File: src/hbat_consts.svh
// named constants for the host bus access block
// assumes inclusion by bare name from the package and the design file
`ifndef HBAT_CONSTS_SVH
`define HBAT_CONSTS_SVH
`define HBAT_CLK_MHZ 50
`define HBAT_RESET_MS 1
`define HBAT_OSC_MS 3
`define HBAT_WAIT_TS 4
`define HBAT_RDATA_TS 1
`define HBAT_PSAVE_INDEX 8'h08
`define HBAT_PSAVE_BIT 0
`define HBAT_SYSSET_CMD 8'h40
`define HBAT_ADDR_W 16
`define HBAT_DATA_W 8
`define HBAT_REG_N 16
`define HBAT_IDX_W 4
`define HBAT_SYNC_IDLE 3'h7
`define HBAT_LINE_LAST 8'hFF
`endif

File: src/hbat_pkg.sv
// types for the host bus access block
// assumes the constants header sits in the same folder
`include "hbat_consts.svh"
package hbat_pkg;
    // one host access as seen after synchronising
    typedef struct packed {
        logic [`HBAT_ADDR_W-1:0] addr;
        logic [`HBAT_DATA_W-1:0] data;
        logic write;
    } hbat_req_s;
    typedef enum logic [2:0] {
        HBAT_IDLE = 3'b000,
        HBAT_STALL = 3'b001,
        HBAT_DONE = 3'b010,
        HBAT_HOLD = 3'b011
    } hbat_state_e;
endpackage
File: src/hbat_host_port.sv
// host bus access port: synchronised strobes, wait handshake, power save exit
// assumes host inputs synchronous to i_ref_clk; pads resolve enables to wires
`timescale 1ns/10ps
`default_nettype none
`include "hbat_consts.svh"

// What this block does
// - direct mode: write of bit 0 at index 08h exits power save
// - indirect mode: system initialisation command exits power save
// - during reset host accesses have no effect
// - during reset panel data, line pulse and frame polarity halted
// - wait driven low shortly after a strobe falls
// - wait low no longer than four clock periods per access
// - read data valid within one period after wait rises
// - wait released to high impedance after strobe rises
// - without wait, read data valid within four periods of strobe
module hbat_host_port
    import hbat_pkg::*;
#(
    parameter int WAIT_CYCLES = `HBAT_WAIT_TS,
    parameter bit DIRECT_MODE = 1'b1
)(
    input wire logic i_ref_clk,
    input wire logic i_rst,
    input wire logic i_cs_n,
    input wire logic i_rd_n,
    input wire logic i_wr_n,
    input wire logic [`HBAT_ADDR_W-1:0] i_addr,
    input wire logic [`HBAT_DATA_W-1:0] i_data,
    input wire logic i_pixel_run,
    input wire logic [3:0] i_pixel,
    output logic [`HBAT_DATA_W-1:0] o_data,
    output logic o_data_oe_n,
    output logic o_wait_n,
    output logic o_wait_oe_n,
    output logic o_power_save,
    output logic [3:0] o_panel_pixel_out,
    output logic o_panel_line_pulse,
    output logic o_panel_frame_polarity
);
    localparam int WAIT_W = $clog2(WAIT_CYCLES + 1);

    //------------------------------------------------------------
    // synchronisers
    //------------------------------------------------------------
    logic [2:0] sync1;
    logic [2:0] sync2;
    logic [2:0] sync3;
    hbat_req_s req;
    hbat_state_e state;
    logic [WAIT_W-1:0] wait_cnt;
    logic [`HBAT_DATA_W-1:0] regs [`HBAT_REG_N];
    logic [7:0] line_cnt;

    // two flops per strobe; third stage only for edge detect
    always_ff @(posedge i_ref_clk or posedge i_rst)
    begin
        if (i_rst)
        begin
            sync1 <= `HBAT_SYNC_IDLE;
            sync2 <= `HBAT_SYNC_IDLE;
            sync3 <= `HBAT_SYNC_IDLE;
        end
        else
        begin
            sync1 <= {i_cs_n, i_rd_n, i_wr_n};
            sync2 <= sync1;
            sync3 <= sync2;
        end
    end

    logic strobe_on;
    logic strobe_fell;
    assign strobe_on = !sync2[2] && (!sync2[1] || !sync2[0]);
    assign strobe_fell = strobe_on && !(!sync3[2] && (!sync3[1] || !sync3[0]));

    //------------------------------------------------------------
    // access sequencer
    //------------------------------------------------------------
    // state ignores strobes while reset holds, so nothing is taken
    always_ff @(posedge i_ref_clk or posedge i_rst)
    begin
        if (i_rst)
        begin
            state <= HBAT_IDLE;
            wait_cnt <= '0;
            req <= '0;
        end
        else
        begin
            case (state)
                HBAT_IDLE:
                    if (strobe_fell)
                    begin
                        req <= '{addr: i_addr, data: i_data, write: !sync2[0]};
                        wait_cnt <= '0;
                        state <= HBAT_STALL;
                    end
                HBAT_STALL:
                    // counter bounds the stall to the figure
                    if (wait_cnt == WAIT_W'(WAIT_CYCLES - 2))
                        state <= HBAT_DONE;
                    else
                        wait_cnt <= wait_cnt + 1'b1;
                HBAT_DONE:
                    state <= HBAT_HOLD;
                HBAT_HOLD:
                    if (!strobe_on)
                        state <= HBAT_IDLE;
                default:
                    state <= HBAT_IDLE;
            endcase
        end
    end

    //------------------------------------------------------------
    // register store and power save
    //------------------------------------------------------------
    logic take_write;
    assign take_write = (state == HBAT_DONE) && req.write;

    always_ff @(posedge i_ref_clk or posedge i_rst)
    begin
        if (i_rst)
        begin
            for (int k = 0; k < `HBAT_REG_N; k++)
                regs[k] <= '0;
            o_power_save <= 1'b1;
        end
        else if (take_write)
        begin
            regs[req.addr[`HBAT_IDX_W-1:0]] <= req.data;
            if (DIRECT_MODE && req.addr[7:0] == `HBAT_PSAVE_INDEX
                && req.data[`HBAT_PSAVE_BIT])
                o_power_save <= 1'b0;
            if (!DIRECT_MODE && req.addr[0] && req.data == `HBAT_SYSSET_CMD)
                o_power_save <= 1'b0;
        end
    end

    //------------------------------------------------------------
    // host pin drivers
    //------------------------------------------------------------
    // data is loaded from the first stall clock, three clocks before wait rises, well inside the window
    always_ff @(posedge i_ref_clk or posedge i_rst)
    begin
        if (i_rst)
        begin
            o_wait_n <= 1'b1;
            o_wait_oe_n <= 1'b1;
            o_data <= '0;
            o_data_oe_n <= 1'b1;
        end
        else
        begin
            o_wait_n <= !(state == HBAT_IDLE ? strobe_fell : state == HBAT_STALL);
            o_wait_oe_n <= !((state == HBAT_IDLE && strobe_fell) ||
                             state == HBAT_STALL || state == HBAT_DONE ||
                             (state == HBAT_HOLD && strobe_on));
            if (state == HBAT_STALL && !req.write)
                o_data <= regs[req.addr[`HBAT_IDX_W-1:0]];
            o_data_oe_n <= !(state != HBAT_IDLE && !req.write && strobe_on && !sync2[1]);
        end
    end

    //------------------------------------------------------------
    // panel outputs
    //------------------------------------------------------------
    // halted under reset and during power save; no drive to a dark panel
    always_ff @(posedge i_ref_clk or posedge i_rst)
    begin
        if (i_rst)
        begin
            o_panel_pixel_out <= '0;
            o_panel_line_pulse <= 1'b0;
            o_panel_frame_polarity <= 1'b0;
            line_cnt <= '0;
        end
        else if (!o_power_save && i_pixel_run)
        begin
            o_panel_pixel_out <= i_pixel;
            line_cnt <= line_cnt + 1'b1;
            o_panel_line_pulse <= (line_cnt == `HBAT_LINE_LAST);
            if (line_cnt == `HBAT_LINE_LAST)
                o_panel_frame_polarity <= !o_panel_frame_polarity;
        end
        else
            o_panel_line_pulse <= 1'b0;
    end

    //------------------------------------------------------------
    // assertions
    //------------------------------------------------------------
    a_wait_low_fast: assert property (@(posedge i_ref_clk) disable iff (i_rst)
        (state == HBAT_IDLE && strobe_fell) |=> !o_wait_n && !o_wait_oe_n)
        else $error("wait not driven low after strobe");
    a_wait_bounded: assert property (@(posedge i_ref_clk) disable iff (i_rst)
        $fell(o_wait_n) |-> ##[1:4] o_wait_n)
        else $error("wait held low too long");
    a_wait_release: assert property (@(posedge i_ref_clk) disable iff (i_rst)
        (state == HBAT_HOLD && !strobe_on) |=> o_wait_oe_n)
        else $error("wait not released after strobe");
    a_reset_halt: assert property (@(posedge i_ref_clk)
        i_rst |-> o_panel_pixel_out == '0 && !o_panel_line_pulse && !o_panel_frame_polarity)
        else $error("panel outputs not halted in reset");
    a_psave_exit: assert property (@(posedge i_ref_clk) disable iff (i_rst)
        (take_write && DIRECT_MODE && req.addr[7:0] == `HBAT_PSAVE_INDEX
         && req.data[`HBAT_PSAVE_BIT]) |=> !o_power_save)
        else $error("power save not left");
    a_sysset_exit: assert property (@(posedge i_ref_clk) disable iff (i_rst)
        (take_write && !DIRECT_MODE && req.addr[0] && req.data == `HBAT_SYSSET_CMD)
        |=> !o_power_save)
        else $error("power save not left on init command");
    a_psave_sticky: assert property (@(posedge i_ref_clk) disable iff (i_rst)
        $rose(o_power_save) |-> 1'b0)
        else $error("power save re-entered without reset");
    a_idle_quiet: assert property (@(posedge i_ref_clk) disable iff (i_rst)
        (state == HBAT_IDLE && !strobe_fell) |=> o_wait_oe_n)
        else $error("wait driven without strobe");
    a_rdata_timing: assert property (@(posedge i_ref_clk) disable iff (i_rst)
        (state == HBAT_DONE && !req.write) |-> o_data == regs[req.addr[`HBAT_IDX_W-1:0]])
        else $error("read data not ready when wait rises");
    c_read: cover property (@(posedge i_ref_clk) state == HBAT_DONE && !req.write);
    c_write: cover property (@(posedge i_ref_clk) take_write);
    c_wake: cover property (@(posedge i_ref_clk) $fell(o_power_save));
endmodule // hbat_host_port
`default_nettype wire

File: config.mk
export PLATFORM = sky130hd
export DESIGN_NAME = hbat_host_port
export DESIGN_NICKNAME = d
export VERILOG_FILES = /design/src/hbat_pkg.sv /design/src/hbat_host_port.sv
export VERILOG_INCLUDE_DIRS = /design/src
export SDC_FILE = /design/constraint.sdc
export NUM_CORES = 1
export LEC_CHECK = 0
export ABC_AREA = 1
export BUFFER_PORTS_ARGS = -buffer_cell sky130_fd_sc_hd__buf_2
export CAP_MARGIN = 20
export CORE_ASPECT_RATIO = 0.7
export CORE_MARGIN = 2
export CORE_UTILIZATION = 35
export CTS_CLUSTER_SIZE = 25
export DETAILED_ROUTE_END_ITERATION = 8
export PLACE_DENSITY_LB_ADDON = 0.05
export SLEW_MARGIN = 20
export SYNTH_ARGS = -nofsm -noshare
export SYNTH_HDL_FRONTEND = slang
export SYNTH_SLANG_ARGS = --single-unit
export TNS_END_PERCENT = 20
File: constraint.sdc
create_clock -name i_ref_clk -period 15.7 [get_ports i_ref_clk]
set_clock_uncertainty 0.2 [all_clocks]
set_input_delay 3.14 -clock i_ref_clk [delete_from_list [all_inputs] [get_ports i_ref_clk]]
set_output_delay 3.14 -clock i_ref_clk [all_outputs]
set_load 0.005 [all_outputs]
After elaboration in Yosys (flattened, before gate mapping)

Index checks and enable logic that the tools add are counted.

Output and inout bits: 18
Bits in registers: 186
Bits of input ports: 34

Mux-type cells: 15
Bitwise logic cells: 1
Reduce and logical (&&, ||, !) cells: 39
Equality and inequality tests: 10
Add/subtract/negate cells: 2
Order comparisons: 2

Operator list:

| cell                                                                   | number |
|---|---|
| 128-bit bitwise mux                                                    | 1 |
| 8-bit binary-select mux with 4-bit select                              | 1 |
| 8-bit demux with 4-bit select                                          | 1 |
| 8-bit 2-to-1 mux                                                       | 3 |
| 3-bit 2-to-1 mux                                                       | 5 |
| 1-bit logical AND                                                      | 13 |
| 1-bit logical NOT                                                      | 13 |
| 3-bit one-hot mux with 4 select lines                                  | 1 |
| 3-bit by 2-bit equality test with 1-bit output (second input constant) | 3 |
| 8-bit by 1-bit adder with 8-bit output (second input constant)         | 1 |
| 8-bit by 4-bit equality test with 1-bit output (second input constant) | 1 |
| 8-bit equality test (second input constant)                            | 1 |
| 2-bit inequality test (second input constant)                          | 4 |
| 3-bit one-hot mux with 2 select lines                                  | 1 |
| 2-bit AND reduction                                                    | 3 |
| 3-bit AND reduction                                                    | 2 |
| 5-bit >= comparator (second input constant)                            | 1 |
| 1-bit logical OR                                                       | 5 |
| 5-bit by 1-bit < comparator with 1-bit output (second input constant)  | 1 |
| 4-bit inverter with 5-bit output                                       | 1 |
| 3-bit by 1-bit adder with 3-bit output (second input constant)         | 1 |
| 3-bit by 1-bit equality test with 1-bit output (second input constant) | 1 |
| 3-bit logical NOT                                                      | 1 |
| 3-bit nonzero test                                                     | 1 |
| 2 further kinds                                                        | 3 |

Depth between registers and ports, before layout

Gate-level depths: netlist of the first run.

Depth in word-level cells: 10
Gate-level depth with buffers: 11
Mapped depth without buffers: 9

Least setup slack after synthesis of the first run

OpenSTA, ideal clock, no wires.

Path type: in2reg
Start point: input i_pixel_run
End point: register o_panel_frame_polarity
Data arrival time: 3910 ps
Path buffers: 0
Slack: 11474 ps
Setup time: 116 ps
Cell stages on the path: 7
Data required time: 15384 ps
Path through: inv_1 -> nor2_1 -> nand4_1 -> nor2_1 -> nand3_1 -> nand2_1 -> nand2_1

Word-level cells in the longest chain between the ends: 2

Ends and longest elaborated chain:

| item                                 | RTL line              | RTL |
|---|---|---|
| start: declaration                   | hbat_host_port.sv:30  | `input wire logic i_pixel_run,` |
| 1-bit logical AND                    | hbat_host_port.sv:179 | `else if (!o_power_save && i_pixel_run)` |
| 2-bit AND reduction (no source line) | --                    |  |
| end signal: assignment               | hbat_host_port.sv:185 | `o_panel_frame_polarity <= !o_panel_frame_polarity;` |
| end: declaration                     | hbat_host_port.sv:39  | `output logic o_panel_frame_polarity` |

No other way between the ends.
A chain may end at the register's enable or synchronous reset.

Worst setup path in the final report of the first run

Start point: register o_power_save
End point: output o_power_save

RTL lines:

| item                     | RTL line              | RTL |
|---|---|---|
| start: declaration       | hbat_host_port.sv:36  | `output logic o_power_save,` |
| start signal: assignment | hbat_host_port.sv:128 | `o_power_save <= 1'b1;` |
| start signal: assignment | hbat_host_port.sv:135 | `o_power_save <= 1'b0;` |
| start signal: assignment | hbat_host_port.sv:137 | `o_power_save <= 1'b0;` |

No word-level cell between the ends.

==> qor.csv, run 1 <==
stage,metric,value,unit
drt,ant_nets,0,
worst_setup_path,reg2reg_to,regs[36],
drt,via_count,6263,
worst_setup_path,r2r_start,req[9],
finish,layout_commonest_cell,nand2_1,
cts,post_cts_buffers,0,
cts,htreeDepth,4,
sta,finalSetupViolations,0,
worst_setup_path,rrSetupSlack,12.63,ns
logic_synthesis,yosysUniqueCellTypes,29,
power,ir_drop,0.0000865,V
logic_synthesis,synth_seq_area_share,56.9,%
global_route,antenna_found_initial,0,
drt,drt_iter0_markers,451,
worst_setup_path,path_cells,buf_2,
logic_synthesis,synth_top_area_share,52.7,%
sta,setup_tns,0,ns
cts,cts.sinks,185,
worst_setup_path,crit_start,o_power_save,
cts,cts.clk_slew.worst_paths,0.07,ns
logic_synthesis,synth_area_leaders,"dfrtp_1, nand2_1, o21ai_0",
sta,fin_hold_ws,0.157,ns
sta,timing.fmax,226,MHz
drt,routed_wl,21800,microns
min_path,worstHoldPathCells,0,
worst_setup_path,crit_family,flip-flops,
placement,port_buffers,43,
logic_synthesis,synth-warning-count,0,
finish,diodes,0,
logic_synthesis,yosysTopAreaCell,dfrtp_1,
min_path,hold_class,reg2reg,
placement,dp_hpwl,13800,microns
placement,gp_congestion,0.721,
logic_synthesis,synth_fp_nets,1036,
floorplanning,initial_core_util,35.8,%
min_path,hold_start,sync1[2],
cts,postCtsHoldBufs,0,
logic_synthesis,synth_seq_cells,185,
worst_setup_path,worst-path-max-fanout,3,
sta,worst_pin_slew,0.918,ns
global_route,grt_pass1_vias,6065,
global_route,grt_max_degree,130,
cts,clockRootBuffer,clkbuf_16,
power,p_leak,4.44,nW
logic_synthesis,netlist_area,8160,sq um
worst_setup_path,cp_num_cells,1,
cts,tritoncts,done,
floorplanning,ioPinCount,52,
sta,final_period_minus_worst_setup_slack,4.42,ns
floorplanning,die_area,24600,sq um
job,maxCapViolations,0,
worst_setup_path,worstSetupPathType,reg2out,
cts,cts_resized,0,
global_route,grt_pass1_wl,35600,microns
sta,slew_headroom,38.8,%
floorplanning,die_w,187,microns
status,status,"complete, no violations",
cts,clockBufferDepth,2,
drt,routed_via_density,4.69,
global_route,grtUsageTotal,18.8,%
floorplanning,rows,46,
finish,synthToLayoutAreaGrowth,11.8,%
worst_setup_path,worstPathArrival,1.08,ns
worst_setup_path,cp_num_buf_inv,1,
sta,hold_viol,0,
logic_synthesis,postSynthCellCount,995,
worst_setup_path,cpPeakStageDelay,0.54,ns
global_route,grt_overflow_total,0,
finish,drive_above_1_share,10.4,%
drt,drc,0,
power,power_density,189,nW/um^2
finish,final_cell_mix,"nand2_1, dfrtp_1, o21ai_0",
min_path,hold_path_end,sync2[2],
finish,nNetsFinal,1052,
sta,rsz0062_at_grt,false,
sta,finalMaxSlewViolations,0,
floorplanning,core_area,22800,sq um
sta,fin_crit_sh,28.2,%
worst_setup_path,crit_required,12.36,ns
cts,clk_latency,0.44,ns
worst_setup_path,cp-start-kind,register,
drt,first_pass_iters,6,
worst_setup_path,r2r_cells,7,
floorplanning,die_y,132,microns
logic_synthesis,syn_avg_cell_area,8.20,sq um
worst_setup_path,endpoint_kind,output port,
cts,cts_buffers,17,
worst_setup_path,critPathSlowestCell,dfstp_2,
drt,wl_per_cell,16.4,microns
## logic make-up after synthesis
group	Yosys count	synth area share, %
XOR/XNOR	7	0.751
adder cells (fa/ha/maj)	7	1.07
AO/OA/AOI/OAI	149	9.18
AND/OR/NAND/NOR	564	27.5
buffers and inverters	83	4.58
flip-flops	185	56.9
## how the worst max path moves through the flow
stage	slack, ns	end
4_1_cts	11.15	regs[108]
6_report	11.28	o_power_save
3_3_place_gp	10.68	regs[100]
5_1_grt	10.99	regs[44]
2_1_floorplan	7.35	line_cnt[0]
3_5_place_dp	10.70	regs[103]
## flip-flops by register name, summed over array words and instances (netlist names)
name	count
o_panel_line_pulse	1
wait_cnt	3
sync3	3
o_wait_n	1
line_cnt	8
sync2	3
state	2
o_data	8
req	17
o_panel_pixel_out	4
o_wait_oe_n	1
o_panel_frame_polarity	1
regs	128
sync1	3
o_data_oe_n	1
o_power_save	1
## power by group
| group | switching [mW] | total, mW | internal (mW) |
|---|---|---|---|
| sequential | 0.0923 | 0.740 | 0.647 |
| combinational | 0.402 | 0.565 | 0.162 |
| clock | 0.188 | 0.423 | 0.234 |
| total | 0.683 | 1.73 | 1.04 |
## routing by layer
| layer | GRT usage [%] | vias to the layer above | share of wire (%) |
|---|---|---|---|
| met2 | 26.6 | 114 | 41 |
| met3 | 3.38 | 14 | 3.6 |
| met5 | 0 | - | 0 |
| li1 | - | 3192 | - |
| met1 | 29.6 | 2943 | 55 |
| met4 | 4.23 | 0 | 0.88 |
## metrics by stage
stage	utilization (%)	cell area [sq um]	power, mW	instances	setup WS [ns]
detailed placement	37.6	8560	1.32	1304	10.70
CTS	40.1	9130	1.75	1336	11.15
finish	40.1	9130	1.73	1336	11.28
global route	40.1	9130	1.87	1336	10.99
floorplan	-	8160	1.12	995	7.35
global placement	37.6	8560	1.31	1304	10.68
## final cells by class
cell class / instances / area, sq um
Inverter: 31 / 124
Clock buffer: 21 / 440
Multi-Input combinational cell: 727 / 3140
Fill cell: 2420 / 13700
Timing Repair Buffer: 49 / 260
Sequential cell: 185 / 4650
Tap cell: 312 / 390
Clock inverter: 11 / 124
## synth_stat cells
library cell / n
a21o_1: 1
a21oi_1: 2
a31oi_1: 1
buf_1: 3
buf_2: 26
buf_6: 4
clkbuf_1: 19
clkinv_1: 1
dfrtp_1: 172
dfstp_2: 13
ha_1: 7
inv_1: 28
inv_2: 2
nand2_1: 468
nand2_2: 4
nand3_1: 38
nand3_2: 2
nand3b_1: 1
nand4_1: 9
nor2_1: 33
nor2_2: 1
nor3_1: 2
nor3_2: 3
nor4_1: 1
o21ai_0: 115
o21ai_1: 30
or2_2: 2
xnor2_1: 3
xor2_1: 4
Power figures use the tool's default switching activity.
==> inputs of run 2 (changes only) <==
- clock period: 15.7 -> 3.6 ns (I/O delays scaled with it)
==> run 2 against run 1 <==
Clock-buffer cell count shrank 1. Routed wire length is 3.3% higher. Die area unchanged. Cell area increased by 1.1%. Non-clock buffer count is 5 higher. Largest cell class unchanged. Largest power group unchanged. Highest routed layer unchanged.
==> qor.csv, run 2 (synthesized netlist as in run 1, its figures left out) <==
stage,metric,value,unit
finish,synthToLayoutAreaGrowth,13.0,%
drt,drc,0,
worst_setup_path,endpoint_kind,register,
cts,clockBufferDepth,2,
power,power_density,834,nW/um^2
finish,largest_register_ffs,128,
cts,cts_buffers,17,
sta,timing.fmax,420,MHz
cts,tritoncts,done,
cts,cts.sinks,185,
floorplanning,rows,46,
placement,placed_area,8640,sq um
finish,fillers,2434,
sta,finalMaxSlewViolations,0,
cts,cts.clk_slew.worst_paths,0.08,ns
job,maxCapViolations,0,
drt,first_pass_iters,7,
cts,clockRootBuffer,clkbuf_16,
worst_setup_path,r2r_start,req[9],
drt,routed.top_layer,met4,
placement,port_buffers,43,
power,p_leak,4.50,nW
global_route,grt_overflow_total,0,
sta,fin_crit_sh,66.1,%
drt,ant_nets,0,
finish,largest-register,regs,
worst_setup_path,worst-path-max-fanout,23,
finish,design_area,9230,sq um
drt,via_count,6319,
drt,met1_length,12700,microns
power,ir_drop,0.000450,V
sta,hold_viol,0,
cts,post_cts_buffers,0,
cts,cts_resized,0,
worst_setup_path,worstSetupPathType,reg2reg,
global_route,antenna_found_initial,0,
drt,drt_iter0_markers,435,
sta,slew_headroom,47.2,%
worst_setup_path,cp-start-kind,register,
cts,postCtsHoldBufs,0,
worst_setup_path,reg2reg_to,regs[38],
finish,diodes,0,
global_route,grt_pass1_wl,36100,microns
sta,rsz0062_at_grt,false,
sta,worst_pin_slew,0.790,ns
floorplanning,die_area,24600,sq um
min_path,hold_class,in2async,
sta,final_period_minus_worst_setup_slack,2.38,ns
worst_setup_path,worstPathArrival,2.47,ns
global_route,grtUsageTotal,19.2,%
finish,nNetsFinal,1057,
sta,finalSetupViolations,0,
floorplanning,ioPinCount,52,
sta,setup_tns,0,ns
placement,gp_congestion,0.775,
finish,reg.largest.list,"regs: 128 flops, req: 17 flops",
drt,met2_length,8760,microns
floorplanning,initial_core_util,35.8,%
finish,drive_above_1_share,10.9,%
drt,routed_via_density,4.71,
floorplanning,die_w,187,microns
placement,dp_hpwl,14500,microns
global_route,grt_pass1_vias,5914,
finish,layout_commonest_cell,nand2_1,
drt,wl_met3,858,microns
finish,final_cell_mix,"nand2_1, dfrtp_1, o21ai_0",
floorplanning,core_area,22800,sq um
cts,htreeDepth,4,
drt,routed_wl,22600,microns
global_route,grt_max_degree,85,
status,status,"complete, no violations",
drt,wl_per_cell,16.8,microns
cts,clk_latency,0.44,ns
worst_setup_path,crit_required,3.69,ns
floorplanning,die_y,132,microns
worst_setup_path,rrSetupSlack,1.22,ns
worst_setup_path,r2r_cells,5,
## run 2: cell count changes in the layout (fill, tap and decap cells not counted)
cell        before  now
clkinvlp_4       6    5
clkinv_4         0    1
bufinv_16        2    3
clkbuf_1         4    3
buf_4            6    8
buf_12           0    3
inv_8            1    0
clkinv_2         2    3
## run 2: layout make-up
type / count / area [sq um] / area share [%]
Clock buffer: 20 / 437 / 4.73
Clock inverter: 12 / 153 / 1.65
Inverter: 31 / 120 / 1.30
Multi-Input combinational cell: 727 / 3140 / 34.1
Sequential cell: 185 / 4650 / 50.4
Tap cell: 312 / 390 / 4.23
Timing Repair Buffer: 54 / 335 / 3.63
## run 2: worst max path at each step
| stage | start | endpoint | slack (ns) | cells past startpoint |
|---|---|---|---|---|
| 3_5_place_dp | req[10] | regs[60] | 1.21 | 7 |
| 6_report | req[9] | regs[38] | 1.22 | 5 |
| 2_1_floorplan | i_rst | line_cnt[0] | 0.31 | 1 |
| 4_1_cts | req[9] | regs[103] | 1.19 | 5 |
| 3_3_place_gp | req[10] | regs[63] | 1.21 | 7 |
| 5_1_grt | req[9] | regs[99] | 0.98 | 5 |
## run 2: routing by layer
metal	track usage, %	vias to the layer above
met3	3.83	20
met2	24.9	108
li1	-	3205
met1	31.5	2986
met4	5.11	0
met5	0	-
## run 2: critical path: stages (launching register included)
cell	delay, ns
dfrtp_2	0.56
inv_2	0.31
nor3_2	0.46
nand2_1	0.44
nand2_1	0.17
o21ai_1	0.08
## run 2: power by group
| part | internal (mW) | total [mW] | leakage [nW] | switching, mW |
|---|---|---|---|---|
| Clock | 1.09 | 1.92 | 0.276 | 0.826 |
| Sequential | 2.82 | 3.25 | 2.43 | 0.431 |
| Combinational | 0.742 | 2.52 | 1.79 | 1.78 |
## run 2: stage by stage
stage	utilization [%]	total power [mW]	hold WS, ns	instances	worst slack [ns]
floorplan	-	4.90	0.145	995	0.312
global placement	37.9	5.82	0.147	1309	1.21
detailed placement	37.9	5.85	0.148	1309	1.21
CTS	40.5	7.80	0.0662	1341	1.19
global route	40.5	8.30	0.0881	1341	0.984
finish	40.5	7.69	0.0825	1341	1.22
